**src/design/oseq_params.svh**
```systemverilog
// offsets, field positions, reset values and timing counts of the output sequencer
`ifndef OSEQ_PARAMS_SVH
`define OSEQ_PARAMS_SVH
// register indices; byte address is four times the index
`define OSEQ_IDX_PROT   5'h00
`define OSEQ_IDX_THR    5'h01
`define OSEQ_IDX_TRK    5'h03
`define OSEQ_IDX_DON    5'h05
`define OSEQ_IDX_DOF    5'h06
`define OSEQ_IDX_VOS    5'h07
`define OSEQ_IDX_CLS    5'h08
`define OSEQ_IDX_DCL    5'h09
`define OSEQ_IDX_RUN    5'h15
`define OSEQ_IDX_ST     5'h16
// reset values
`define OSEQ_RST_VOS    9'h050
`define OSEQ_RST_CLS    16'h00FF
`define OSEQ_RST_PROT   10'h2AA
`define OSEQ_RST_THR    17'h05573
`define OSEQ_RST_DCL    8'hFF
`define OSEQ_RST_ST     7'h7F
// fault flag positions
`define OSEQ_F_OC       0
`define OSEQ_F_UV       1
`define OSEQ_F_OT       2
`define OSEQ_F_TR       3
`define OSEQ_F_OV       4
`define OSEQ_F_OTW      5
`define OSEQ_F_PG       6
// setpoint codes in 12.5 mV units
`define OSEQ_VOS_MIN    9'h028
`define OSEQ_VOS_MAX    9'h1B8
`define OSEQ_VOS_MID    9'h0A0
`define OSEQ_VOS_TOP    9'h1A8
// power good percentages
`define OSEQ_PGH_PCT    8'h6E
`define OSEQ_PGL_HI     8'h5F
`define OSEQ_PGL_LO     8'h5A
// restart interval
`define OSEQ_RESTART_MS 130
`define OSEQ_CLK_KHZ    25000
`define OSEQ_RESTART_CYC (`OSEQ_RESTART_MS * `OSEQ_CLK_KHZ)
`endif

```
**src/design/oseq_pkg.sv**
```systemverilog
// types shared by the output sequencer modules
package oseq_pkg;
    typedef enum logic [6:0] {
        ST_OFF    = 7'h01,
        ST_ON_DLY = 7'h02,
        ST_RUP    = 7'h04,
        ST_STEADY = 7'h08,
        ST_OFF_DL = 7'h10,
        ST_RDN    = 7'h20,
        ST_FAULT  = 7'h40
    } oseq_state_t;

    typedef struct packed {
        logic [7:0] cnt;
        logic       step;
    } oseq_div_t;

    typedef struct packed {
        oseq_state_t state;
        logic [4:0]  aw_idx;
        logic        aw_map;
        logic        aw_full;
        logic [31:0] wdat;
        logic [3:0]  wstb;
        logic        w_full;
        logic        awready;
        logic        wready;
        logic        bvalid;
        logic [1:0]  bresp;
        logic        arready;
        logic        rvalid;
        logic [31:0] rdata;
        logic [1:0]  rresp;
        logic [8:0]  output_setpoint_reg;
        logic [15:0] current_limit_reg;
        logic [15:0] turn_on_delay_reg;
        logic [15:0] turn_off_delay_reg;
        logic [15:0] trk;
        logic [9:0]  prot;
        logic [16:0] thr;
        logic [7:0]  dcl;
        logic        run;
        logic [6:0]  st;
        logic [15:0] cnt;
        logic [8:0]  ramp;
        logic [21:0] rst_cnt;
        logic [4:0]  trip;
        logic        cyc;
        logic [8:0]  vout;
        logic        sw_en;
        logic        ls_on;
        logic        pg_ok;
        logic [16:0] ov_l;
        logic [16:0] uv_l;
        logic [16:0] pgh_l;
        logic [16:0] pgl_l;
    } oseq_regs_t;
endpackage

```
**src/design/oseq_step_div.sv**
```systemverilog
// ramp step timer: divides the master clock ticks into step pulses
`timescale 1ns/1ps
`default_nettype none
module oseq_step_div (
    input  wire logic       aclk,
    input  wire logic       aresetn,
    input  wire logic       clken,
    input  wire logic       run,
    input  wire logic       tick,
    input  wire logic [7:0] div,
    output logic            step
);
    oseq_pkg::oseq_div_t r, n;
    logic [7:0] lim;

    // a zero divisor is taken as one tick per step
    always_comb begin
        n = r;
        n.step = 1'b0;
        lim = (div == 8'h00) ? 8'h01 : div;
        if (!run) begin
            n.cnt = 8'h00;
        end else if (tick) begin
            if (r.cnt + 8'h01 >= lim) begin
                n.cnt = 8'h00;
                n.step = 1'b1;
            end else begin
                n.cnt = r.cnt + 8'h01;
            end
        end
    end

    always_ff @(posedge aclk) begin
        if (!aresetn) begin
            r <= '0;
        end else if (clken) begin
            r <= n;
        end
    end

    assign step = r.step;
endmodule
`default_nettype wire

```
**src/design/oseq_core.sv**
```systemverilog
// output sequencing and protection controller with its AXI4-Lite register file
//
// Chosen here: the AXI4-Lite register port and the register offsets.
`timescale 1ns/1ps
`default_nettype none
`include "oseq_params.svh"
// Operation
// - setpoint quantised to 12.5, 25 or 50 mV by sub-range
// - output held off for turn-on delay after turn-on command
// - with falling slew, delay ends when output reaches zero, ramp included
// - without falling slew, delay ends by switching both switches off
// - ramp moves in 12.5 mV steps; slew sets step length only
// - step length derived by dividing the master clock ticks
// - every protection state is a flag in the fault flag register
// - voltage thresholds and power good limits track the active setpoint
// - each protection latching, non-latching or disabled by type register
// - non-latching protection retries every 130 ms through normal sequencing
// - latching stays off until 130 ms, condition gone, and clear or cycle
// - warnings never switch the output off, only flag it
// - thresholds come from current limit and threshold config registers
// - load regulation lowers output target as current rises
// - delays and slew rates come from their configuration registers
// - duty cycle limit only changes while the output is off
module oseq_core #(
    parameter int unsigned RESTART_CYC = `OSEQ_RESTART_CYC
) (
    input  wire logic        aclk,
    input  wire logic        aresetn,
    input  wire logic        clken,
    input  wire logic [7:0]  awaddr,
    input  wire logic        awvalid,
    output logic             awready,
    input  wire logic [31:0] wdata,
    input  wire logic [3:0]  wstrb,
    input  wire logic        wvalid,
    output logic             wready,
    output logic [1:0]       bresp,
    output logic             bvalid,
    input  wire logic        bready,
    input  wire logic [7:0]  araddr,
    input  wire logic        arvalid,
    output logic             arready,
    output logic [31:0]      rdata,
    output logic [1:0]       rresp,
    output logic             rvalid,
    input  wire logic        rready,
    input  wire logic        master_tick,
    input  wire logic [4:0]  fault_cond,
    input  wire logic        otw_cond,
    input  wire logic        pg_cond,
    input  wire logic [7:0]  iout,
    output logic [8:0]       vout_code,
    output logic             switch_en,
    output logic             low_side_on,
    output logic             power_good,
    output logic [16:0]      ov_level,
    output logic [16:0]      uv_level,
    output logic [16:0]      pgh_level,
    output logic [16:0]      pgl_level,
    output logic [7:0]       oc_limit,
    output logic [7:0]       duty_limit
);
    oseq_pkg::oseq_regs_t rs, nx;
    logic        step;
    logic        div_run;
    logic [7:0]  div_val;
    logic [4:0]  active;
    logic [4:0]  enabled;
    logic [4:0]  nonlat;
    logic [4:0]  tripped;
    logic [31:0] mrg;
    logic [16:0] ramp_t;
    logic [15:0] droop;
    localparam logic [21:0] RST_LAST = 22'(RESTART_CYC - 1);

    // ***********************************************************
    // helpers
    // ***********************************************************
    // clamp and quantise a setpoint code to its sub-range resolution
    function automatic logic [8:0] quant(input logic [8:0] c);
        logic [8:0] v;
        v = (c < `OSEQ_VOS_MIN) ? `OSEQ_VOS_MIN : (c > `OSEQ_VOS_MAX) ? `OSEQ_VOS_MAX : c;
        if (v >= `OSEQ_VOS_TOP) begin
            v = {v[8:2], 2'b00};
        end else if (v > `OSEQ_VOS_MID) begin
            v = {v[8:1], 1'b0};
        end
        return v;
    endfunction

    function automatic logic [31:0] merge(input logic [31:0] o, input logic [31:0] d, input logic [3:0] s);
        logic [31:0] m;
        m = o;
        for (int i = 0; i < 4; i++) begin
            if (s[i]) begin
                m[i*8 +: 8] = d[i*8 +: 8];
            end
        end
        return m;
    endfunction

    function automatic logic mapped(input logic [4:0] i);
        return i == `OSEQ_IDX_PROT || i == `OSEQ_IDX_THR || i == `OSEQ_IDX_TRK || i == `OSEQ_IDX_DON ||
               i == `OSEQ_IDX_DOF || i == `OSEQ_IDX_VOS || i == `OSEQ_IDX_CLS || i == `OSEQ_IDX_DCL ||
               i == `OSEQ_IDX_RUN || i == `OSEQ_IDX_ST;
    endfunction

    // per-protection type decode: 00 disabled, 01 latching, 10 non-latching
    genvar g;
    generate
        for (g = 0; g < 5; g++) begin : g_type
            assign enabled[g] = rs.prot[2*g +: 2] != 2'b00;
            assign nonlat[g]  = rs.prot[2*g +: 2] == 2'b10;
        end
    endgenerate

    // step timer runs only while ramping; rise or fall divisor picked by direction
    assign div_run = (rs.state == oseq_pkg::ST_RUP) || (rs.state == oseq_pkg::ST_RDN);
    assign div_val = (rs.state == oseq_pkg::ST_RDN) ? rs.trk[15:8] : rs.trk[7:0];

    oseq_step_div u_div (
        .aclk    (aclk),
        .aresetn (aresetn),
        .clken   (clken),
        .run     (div_run),
        .tick    (master_tick),
        .div     (div_val),
        .step    (step)
    );

    // ***********************************************************
    // next-state logic
    // ***********************************************************
    always_comb begin
        nx = rs;
        mrg = 32'h0;
        // undervoltage only counts in steady state, tracking only while ramping up
        active = 5'b10101;
        active[`OSEQ_F_UV] = rs.state == oseq_pkg::ST_STEADY;
        active[`OSEQ_F_TR] = rs.state == oseq_pkg::ST_RUP;
        tripped = (rs.state == oseq_pkg::ST_OFF || rs.state == oseq_pkg::ST_FAULT) ? 5'h00
                  : fault_cond & active & enabled;
        // ramp-down time uses the fall divisor even before the ramp-down state is reached
        ramp_t = 17'(rs.ramp) * 17'(rs.trk[15:8]) + 17'(rs.cnt);

        // write channel: address and data taken in either order
        if (awvalid && rs.awready) begin
            nx.aw_idx = awaddr[6:2];
            nx.aw_map = mapped(awaddr[6:2]) && awaddr[7] == 1'b0;
            nx.aw_full = 1'b1;
        end
        if (wvalid && rs.wready) begin
            nx.wdat = wdata;
            nx.wstb = wstrb;
            nx.w_full = 1'b1;
        end
        if (rs.bvalid && bready) begin
            nx.bvalid = 1'b0;
        end
        if (rs.aw_full && rs.w_full && !rs.bvalid) begin
            nx.aw_full = 1'b0;
            nx.w_full = 1'b0;
            nx.bvalid = 1'b1;
            nx.bresp = rs.aw_map ? 2'b00 : 2'b10;
            if (rs.aw_map) begin
                case (rs.aw_idx)
                    `OSEQ_IDX_PROT: begin mrg = merge(32'(rs.prot), rs.wdat, rs.wstb); nx.prot = mrg[9:0]; end
                    `OSEQ_IDX_THR: begin mrg = merge(32'(rs.thr), rs.wdat, rs.wstb); nx.thr = mrg[16:0]; end
                    `OSEQ_IDX_TRK: begin mrg = merge(32'(rs.trk), rs.wdat, rs.wstb); nx.trk = mrg[15:0]; end
                    `OSEQ_IDX_DON: begin mrg = merge(32'(rs.turn_on_delay_reg), rs.wdat, rs.wstb); nx.turn_on_delay_reg = mrg[15:0]; end
                    `OSEQ_IDX_DOF: begin mrg = merge(32'(rs.turn_off_delay_reg), rs.wdat, rs.wstb); nx.turn_off_delay_reg = mrg[15:0]; end
                    `OSEQ_IDX_VOS: begin
                        mrg = merge(32'(rs.output_setpoint_reg), rs.wdat, rs.wstb);
                        nx.output_setpoint_reg = quant(mrg[8:0]);
                    end
                    `OSEQ_IDX_CLS: begin mrg = merge(32'(rs.current_limit_reg), rs.wdat, rs.wstb); nx.current_limit_reg = mrg[15:0]; end
                    `OSEQ_IDX_DCL: begin
                        mrg = merge(32'(rs.dcl), rs.wdat, rs.wstb);
                        if (rs.state == oseq_pkg::ST_OFF) begin
                            nx.dcl = mrg[7:0];
                        end
                    end
                    `OSEQ_IDX_RUN: begin
                        if (rs.wstb[0]) begin
                            nx.run = rs.wdat[0];
                        end
                    end
                    `OSEQ_IDX_ST: begin
                        if (rs.wstb[0]) begin
                            nx.st[4:0] = rs.st[4:0] | rs.wdat[4:0]; // writing one restores a tripped flag
                        end
                    end
                    default: begin
                        mrg = 32'h0;
                    end
                endcase
            end
        end
        nx.awready = !nx.aw_full && !nx.bvalid;
        nx.wready = !nx.w_full && !nx.bvalid;

        // read channel: one read under way, answer one cycle after the address
        if (arvalid && rs.arready) begin
            nx.arready = 1'b0;
            nx.rvalid = 1'b1;
            nx.rresp = 2'b00;
            case (araddr[7:2])
                {1'b0, `OSEQ_IDX_PROT}: nx.rdata = 32'(rs.prot);
                {1'b0, `OSEQ_IDX_THR}: nx.rdata = 32'(rs.thr);
                {1'b0, `OSEQ_IDX_TRK}: nx.rdata = 32'(rs.trk);
                {1'b0, `OSEQ_IDX_DON}: nx.rdata = 32'(rs.turn_on_delay_reg);
                {1'b0, `OSEQ_IDX_DOF}: nx.rdata = 32'(rs.turn_off_delay_reg);
                {1'b0, `OSEQ_IDX_VOS}: nx.rdata = 32'(rs.output_setpoint_reg);
                {1'b0, `OSEQ_IDX_CLS}: nx.rdata = 32'(rs.current_limit_reg);
                {1'b0, `OSEQ_IDX_DCL}: nx.rdata = 32'(rs.dcl);
                {1'b0, `OSEQ_IDX_RUN}: nx.rdata = {24'h0, rs.state, rs.run};
                {1'b0, `OSEQ_IDX_ST}: nx.rdata = 32'(rs.st);
                default: begin
                    nx.rdata = 32'h0;
                    nx.rresp = 2'b10;
                end
            endcase
        end else if (rs.rvalid && rready) begin
            nx.rvalid = 1'b0;
            nx.arready = 1'b1;
        end

        // sequencer; delays count master clock ticks
        case (rs.state)
            oseq_pkg::ST_OFF: begin
                nx.sw_en = 1'b0;
                nx.ramp = 9'h000;
                if (rs.run) begin
                    nx.state = oseq_pkg::ST_ON_DLY;
                    nx.cnt = 16'h0000;
                end
            end
            oseq_pkg::ST_ON_DLY: begin
                if (!rs.run) begin
                    nx.state = oseq_pkg::ST_OFF;
                end else if (rs.cnt >= rs.turn_on_delay_reg) begin
                    nx.state = oseq_pkg::ST_RUP;
                    nx.sw_en = 1'b1;
                end else if (master_tick) begin
                    nx.cnt = rs.cnt + 16'h0001;
                end
            end
            oseq_pkg::ST_RUP: begin
                if (!rs.run) begin
                    nx.state = oseq_pkg::ST_OFF_DL;
                    nx.cnt = 16'h0000;
                end else if (rs.ramp >= rs.output_setpoint_reg) begin
                    nx.state = oseq_pkg::ST_STEADY;
                end else if (step) begin
                    nx.ramp = rs.ramp + 9'h001;
                end
            end
            oseq_pkg::ST_STEADY: begin
                nx.ramp = rs.output_setpoint_reg;
                if (!rs.run) begin
                    nx.state = oseq_pkg::ST_OFF_DL;
                    nx.cnt = 16'h0000;
                end
            end
            oseq_pkg::ST_OFF_DL: begin
                if (rs.trk[15:8] != 8'h00) begin
                    // wait so the ramp-down finishes as the delay runs out
                    if (ramp_t >= 17'(rs.turn_off_delay_reg)) begin
                        nx.state = oseq_pkg::ST_RDN;
                    end else if (master_tick) begin
                        nx.cnt = rs.cnt + 16'h0001;
                    end
                end else if (rs.cnt >= rs.turn_off_delay_reg) begin
                    nx.state = oseq_pkg::ST_OFF;
                    nx.sw_en = 1'b0;
                    nx.ramp = 9'h000;
                end else if (master_tick) begin
                    nx.cnt = rs.cnt + 16'h0001;
                end
            end
            oseq_pkg::ST_RDN: begin
                if (rs.ramp == 9'h000) begin
                    nx.state = oseq_pkg::ST_OFF;
                    nx.sw_en = 1'b0;
                end else if (step) begin
                    nx.ramp = rs.ramp - 9'h001;
                end
            end
            oseq_pkg::ST_FAULT: begin
                nx.sw_en = 1'b0;
                nx.ramp = 9'h000;
                if (!rs.run) begin
                    nx.cyc = 1'b1;
                end
                if (rs.rst_cnt != RST_LAST) begin
                    nx.rst_cnt = rs.rst_cnt + 22'h000001;
                end else if ((fault_cond & rs.trip) != 5'h00) begin
                    nx.rst_cnt = (rs.trip & ~nonlat) == 5'h00 ? 22'h000000 : rs.rst_cnt;
                end else if (rs.run && ((rs.trip & ~nonlat) == 5'h00 || (rs.st[4:0] & rs.trip) == rs.trip
                                         || rs.cyc)) begin
                    nx.state = oseq_pkg::ST_ON_DLY;
                    nx.cnt = 16'h0000;
                    nx.trip = 5'h00;
                    nx.ls_on = 1'b0;
                end
            end
            default: begin
                nx.state = oseq_pkg::ST_OFF;
            end
        endcase

        // a trip beats any software restore in the same cycle
        if (tripped != 5'h00) begin
            nx.state = oseq_pkg::ST_FAULT;
            nx.trip = tripped;
            nx.st[4:0] = rs.st[4:0] & ~tripped;
            nx.rst_cnt = 22'h000000;
            nx.cyc = 1'b0;
            nx.sw_en = 1'b0;
            nx.ramp = 9'h000;
            nx.ls_on = tripped[`OSEQ_F_OV];
        end

        // warnings only flag, never touch the sequencer
        nx.st[`OSEQ_F_OTW] = !otw_cond;
        nx.st[`OSEQ_F_PG] = !(pg_cond || rs.state != oseq_pkg::ST_STEADY);
        nx.pg_ok = nx.st[`OSEQ_F_PG];

        // droop: output target falls with load current
        droop = 16'(iout) * 16'(rs.current_limit_reg[15:8]);
        nx.vout = (rs.ramp > 9'(droop[15:8])) ? rs.ramp - 9'(droop[15:8]) : 9'h000;

        // absolute levels in 0.125 mV units, following the live setpoint
        nx.ov_l = 17'(rs.output_setpoint_reg) * 17'(rs.thr[7:0]);
        nx.uv_l = 17'(rs.output_setpoint_reg) * 17'(rs.thr[15:8]);
        nx.pgh_l = 17'(rs.output_setpoint_reg) * 17'(`OSEQ_PGH_PCT);
        nx.pgl_l = 17'(rs.output_setpoint_reg) * 17'(rs.thr[16] ? `OSEQ_PGL_HI : `OSEQ_PGL_LO);
    end

    always_ff @(posedge aclk) begin
        if (!aresetn) begin
            rs <= '0;
            rs.state <= oseq_pkg::ST_OFF;
            rs.output_setpoint_reg <= `OSEQ_RST_VOS;
            rs.current_limit_reg <= `OSEQ_RST_CLS;
            rs.prot <= `OSEQ_RST_PROT;
            rs.thr <= `OSEQ_RST_THR;
            rs.dcl <= `OSEQ_RST_DCL;
            rs.st <= `OSEQ_RST_ST;
            rs.arready <= 1'b1;
        end else if (clken) begin
            rs <= nx;
        end
    end

    assign awready = rs.awready;
    assign wready = rs.wready;
    assign bvalid = rs.bvalid;
    assign bresp = rs.bresp;
    assign arready = rs.arready;
    assign rvalid = rs.rvalid;
    assign rdata = rs.rdata;
    assign rresp = rs.rresp;
    assign vout_code = rs.vout;
    assign switch_en = rs.sw_en;
    assign low_side_on = rs.ls_on;
    assign power_good = rs.pg_ok;
    assign ov_level = rs.ov_l;
    assign uv_level = rs.uv_l;
    assign pgh_level = rs.pgh_l;
    assign pgl_level = rs.pgl_l;
    assign oc_limit = rs.current_limit_reg[7:0];
    assign duty_limit = rs.dcl;
endmodule
`default_nettype wire

```
**config.mk**
```make
export PLATFORM = sky130hd
export DESIGN_NAME = oseq_core
export DESIGN_NICKNAME = d
export VERILOG_FILES = /design/src/design/oseq_pkg.sv /design/src/design/oseq_step_div.sv /design/src/design/oseq_core.sv
export VERILOG_INCLUDE_DIRS = /design/src /design/src/design
export SDC_FILE = /design/constraint.sdc
export NUM_CORES = 2
export LEC_CHECK = 0
export BUFFER_PORTS_ARGS = -buffer_cell sky130_fd_sc_hd__buf_2
export CORE_ASPECT_RATIO = 0.6
export CORE_UTILIZATION = 50
export CTS_CLUSTER_SIZE = 40
export DETAILED_ROUTE_END_ITERATION = 7
export PLACE_DENSITY = 0.68
export SLEW_MARGIN = 20
export SYNTH_ARGS = -nofsm -noshare
export SYNTH_HDL_FRONTEND = slang
export SYNTH_SLANG_ARGS = --single-unit
```
**constraint.sdc**
```tcl
create_clock -name aclk -period 8.9 [get_ports aclk]
set_input_delay 1.335 -clock aclk [delete_from_list [all_inputs] [get_ports aclk]]
set_output_delay 1.335 -clock aclk [all_outputs]
set_load 0.01 [all_outputs]
```
==> results.yml <==
run_status:
  status: "finished with violations"
  violations: "design-rule violations"
route:
  wl_per_cell_um: 20.0
  drc: 5
  num_vias: 23189
  antenna_left: 0
  dr.pass1.iters: 8
  routed_wl_mm: 82.2
  viasPerCell: 5.65
  drt_iter0_markers: 2338
cells_and_area:
  design_area_sq_um: 30500
  nFillCells: 5197
  syn_to_final_growth_pct: 6.16
  nNetsFinal: 3912
  drive_above_1_share_pct: 9.28
  stdcell_count: 4104
synth:
  yosysTopAreaCell: "dfxtp_1"
  syn_avg_cell_area_sq_um: 8.60
  synthCells: 3340
  ys_top_cells_by_area: "dfxtp_1, fa_1, ha_1"
  synth_area_sq_um: 28700
  yosysWarnings: 0
  yosys.area.top_type_share_pct: 21.8
  synth_flop_cell: "dfxtp_1"
  yosysMostFrequentCell: "inv_1"
  synth-edff-count: 0
  async_flop_share_pct: 0
  synth_common_cells: "inv_1, nand2_1, dfxtp_1"
  seq_area_frac_synth_pct: 21.8
  ys_ff_latch: 313
  synth_cell_types: 91
timing:
  finClkSkew_ns: 0.0203
  tightest_slew_ns: 1.14
  slew_headroom_pct: 24.2
  grt_setup_unrepaired: "false"
  setup_slack_ns: 1.69
  final-setup-viol-count: 0
  fin_crit_sh_pct: 81.0
  hold_viol_final: 0
  final.setup.tns_ns: 0
  slew_violations: 0
  max_clock_freq_mhz: 139
  layout_min_cycle_time_ns: 7.21
cts:
  insertion_delay_ns: 0.56
  cts_sinks: 313
  post_cts_resized: 0
  cts_made_buffers: 34
  hold_buffers: 0
  htreeDepth: 2
  cts_buffer_depth: 3
  clockRootBuffer: "clkbuf_16"
  cts.clk_slew.worst_paths_ns: 0.06
  postCtsSetupRepairBufs: 0
  cts_tree: "built"
placed_design:
  postPlaceCellArea_sq_um: 29300
  pre_cts_ws_ns: 1.36
  dp_hpwl_mm: 63.5
  port_buffers: 172
  gp_congestion: 1.02
  place_inst: 4041
critical_path:
  r2r-start: "rs[109]"
  critPathMaxFanout: 15
  reg2regPathDepth: 25
  start_kind: "flip-flop"
  ff2ff_setup_slack_ns: 1.69
  crit_required_ns: 9.38
  cp_data_arrival_time_ns: 7.70
  crit_type: "reg -> reg"
  critPathCaptureType: "flip-flop"
  reg2reg_to: "rs[127]"
die:
  die_x_um: 311
  core_area_sq_um: 56300
  die-area_sq_um: 58400
  num_rows: 67
  start_util_pct: 51.0
  io_pins: 213
  die_h_um: 188
grt:
  grt_pass1_vias: 21466
  track_usage_pct: 27.9
  grt_pass1_wl_mm: 128
  grt_max_degree: 90
  grt-ovfl-total: 0
  antenna_found_initial: 8
pwr:
  p_leak_nw: 14.1
  vdd_ir_drop_max_uv: 119
  powerDensity_nw_per_um2: 115
min_path:
  holdPathEnd: "rs[311]"
  whs_path_depth: 2
  hold_class: "reg -> reg"
  worstHoldStart: "rs[311]"
flow_run:
  max_cap_viol_count: 0
where the power goes:
part           leakage, nW  switching, mW  internal [mW]
registers             2.53         0.0542           1.43
clock network        0.572          0.647          0.877
logic                 11.0          0.341          0.143
placed cells by master, fill, tap and decap left out, drive strengths merged, types with 66 or more instances in the layout:
cell type  count
a21oi        118
and2         173
buf          205
dfxtp        313
fa           223
ha           295
inv          384
mux2i        183
nand2        322
nand3         81
nor2         275
nor3          66
o21ai         95
xnor2         74
cell type report:
type	count	area [sq um]	share of cell area (%)
well taps	759	950	3.12
multi-input cells	2382	19500	64.1
flip-flops and latches	313	6270	20.6
diodes	4	10.0	0.0328
repair buffers	205	1120	3.67
clock inverters	16	216	0.710
inverters	382	1440	4.72
clock buffers	43	946	3.10
how the worst max path moves through the flow:
stage / from / to / slack [ns] / depth (start not counted)
2_1_floorplan: iout[5] / vout_code[8] / 2.05 / 22
4_1_cts: rs[109] / rs[127] / 1.79 / 25
6_report: rs[109] / rs[127] / 1.69 / 25
3_3_place_gp: iout[1] / vout_code[4] / 1.36 / 22
5_1_grt: rs[109] / rs[127] / 1.39 / 25
3_5_place_dp: iout[4] / vout_code[8] / 1.36 / 22
per-stage QoR:
stage	utilization [%]	total power, mW	hold slack (ns)
final	54.2	3.49	0.467
after global routing	54.2	3.60	0.494
after CTS	54.1	3.49	0.464
after detailed placement	52.1	1.98	0.453
after global placement	52.1	1.98	0.445
after floorplan	-	1.85	0.421
worst max-delay path, cell delays in order (launching register included):
cell      delay (ns)
dfxtp_1         0.76
nand2_1         0.18
fa_1            0.54
fa_1            0.55
inv_1           0.05
fa_1            0.52
inv_1           0.05
fa_1            0.60
inv_1           0.07
ha_1            0.36
nand3_1         0.10
o211ai_1        0.13
o41ai_2         0.47
o21ai_0         0.24
a21o_1          0.21
a21oi_1         0.17
xnor2_1         0.15
ha_1            0.27
a21o_1          0.16
a21oi_1         0.15
o211a_1         0.16
and4bb_1        0.37
a211oi_2        0.11
buf_4           0.21
nor4_2          0.33
mux2i_1         0.22
registers in the layout (all words and copies together), names as in the netlist, 8 cells and up:
name,flops
rs,188
ov_level,17
rdata,17
uv_level,17
pgl_level,16
pgh_level,15
vout_code,9
duty_limit,8
oc_limit,8
u_div.r,8
kinds of logic after synthesis:
group	Yosys count	synth area share [%]
AOI/OAI and AO/OA	464	11.0
xor gates and xnor gates	102	3.11
adders and majority gates	518	28.4
buffers and inverters	664	10.5
DFF	313	21.8
muxes	184	6.42
other	1	0.0131
and+or+nand+nor	1094	18.8
metal layers:
metal | vias up | routed length, um | GRT usage [%] | share of wire (%)
li1 | 11010 | - | - | -
met1 | 11021 | 40000 | 43.3 | 49
met2 | 1040 | 30400 | 36.3 | 37
met3 | 114 | 10000 | 9.82 | 12
met4 | 4 | 1740 | 5.61 | 2.1
met5 | - | 23 | 0 | 0.028
(Power assumes the default switching activity.)
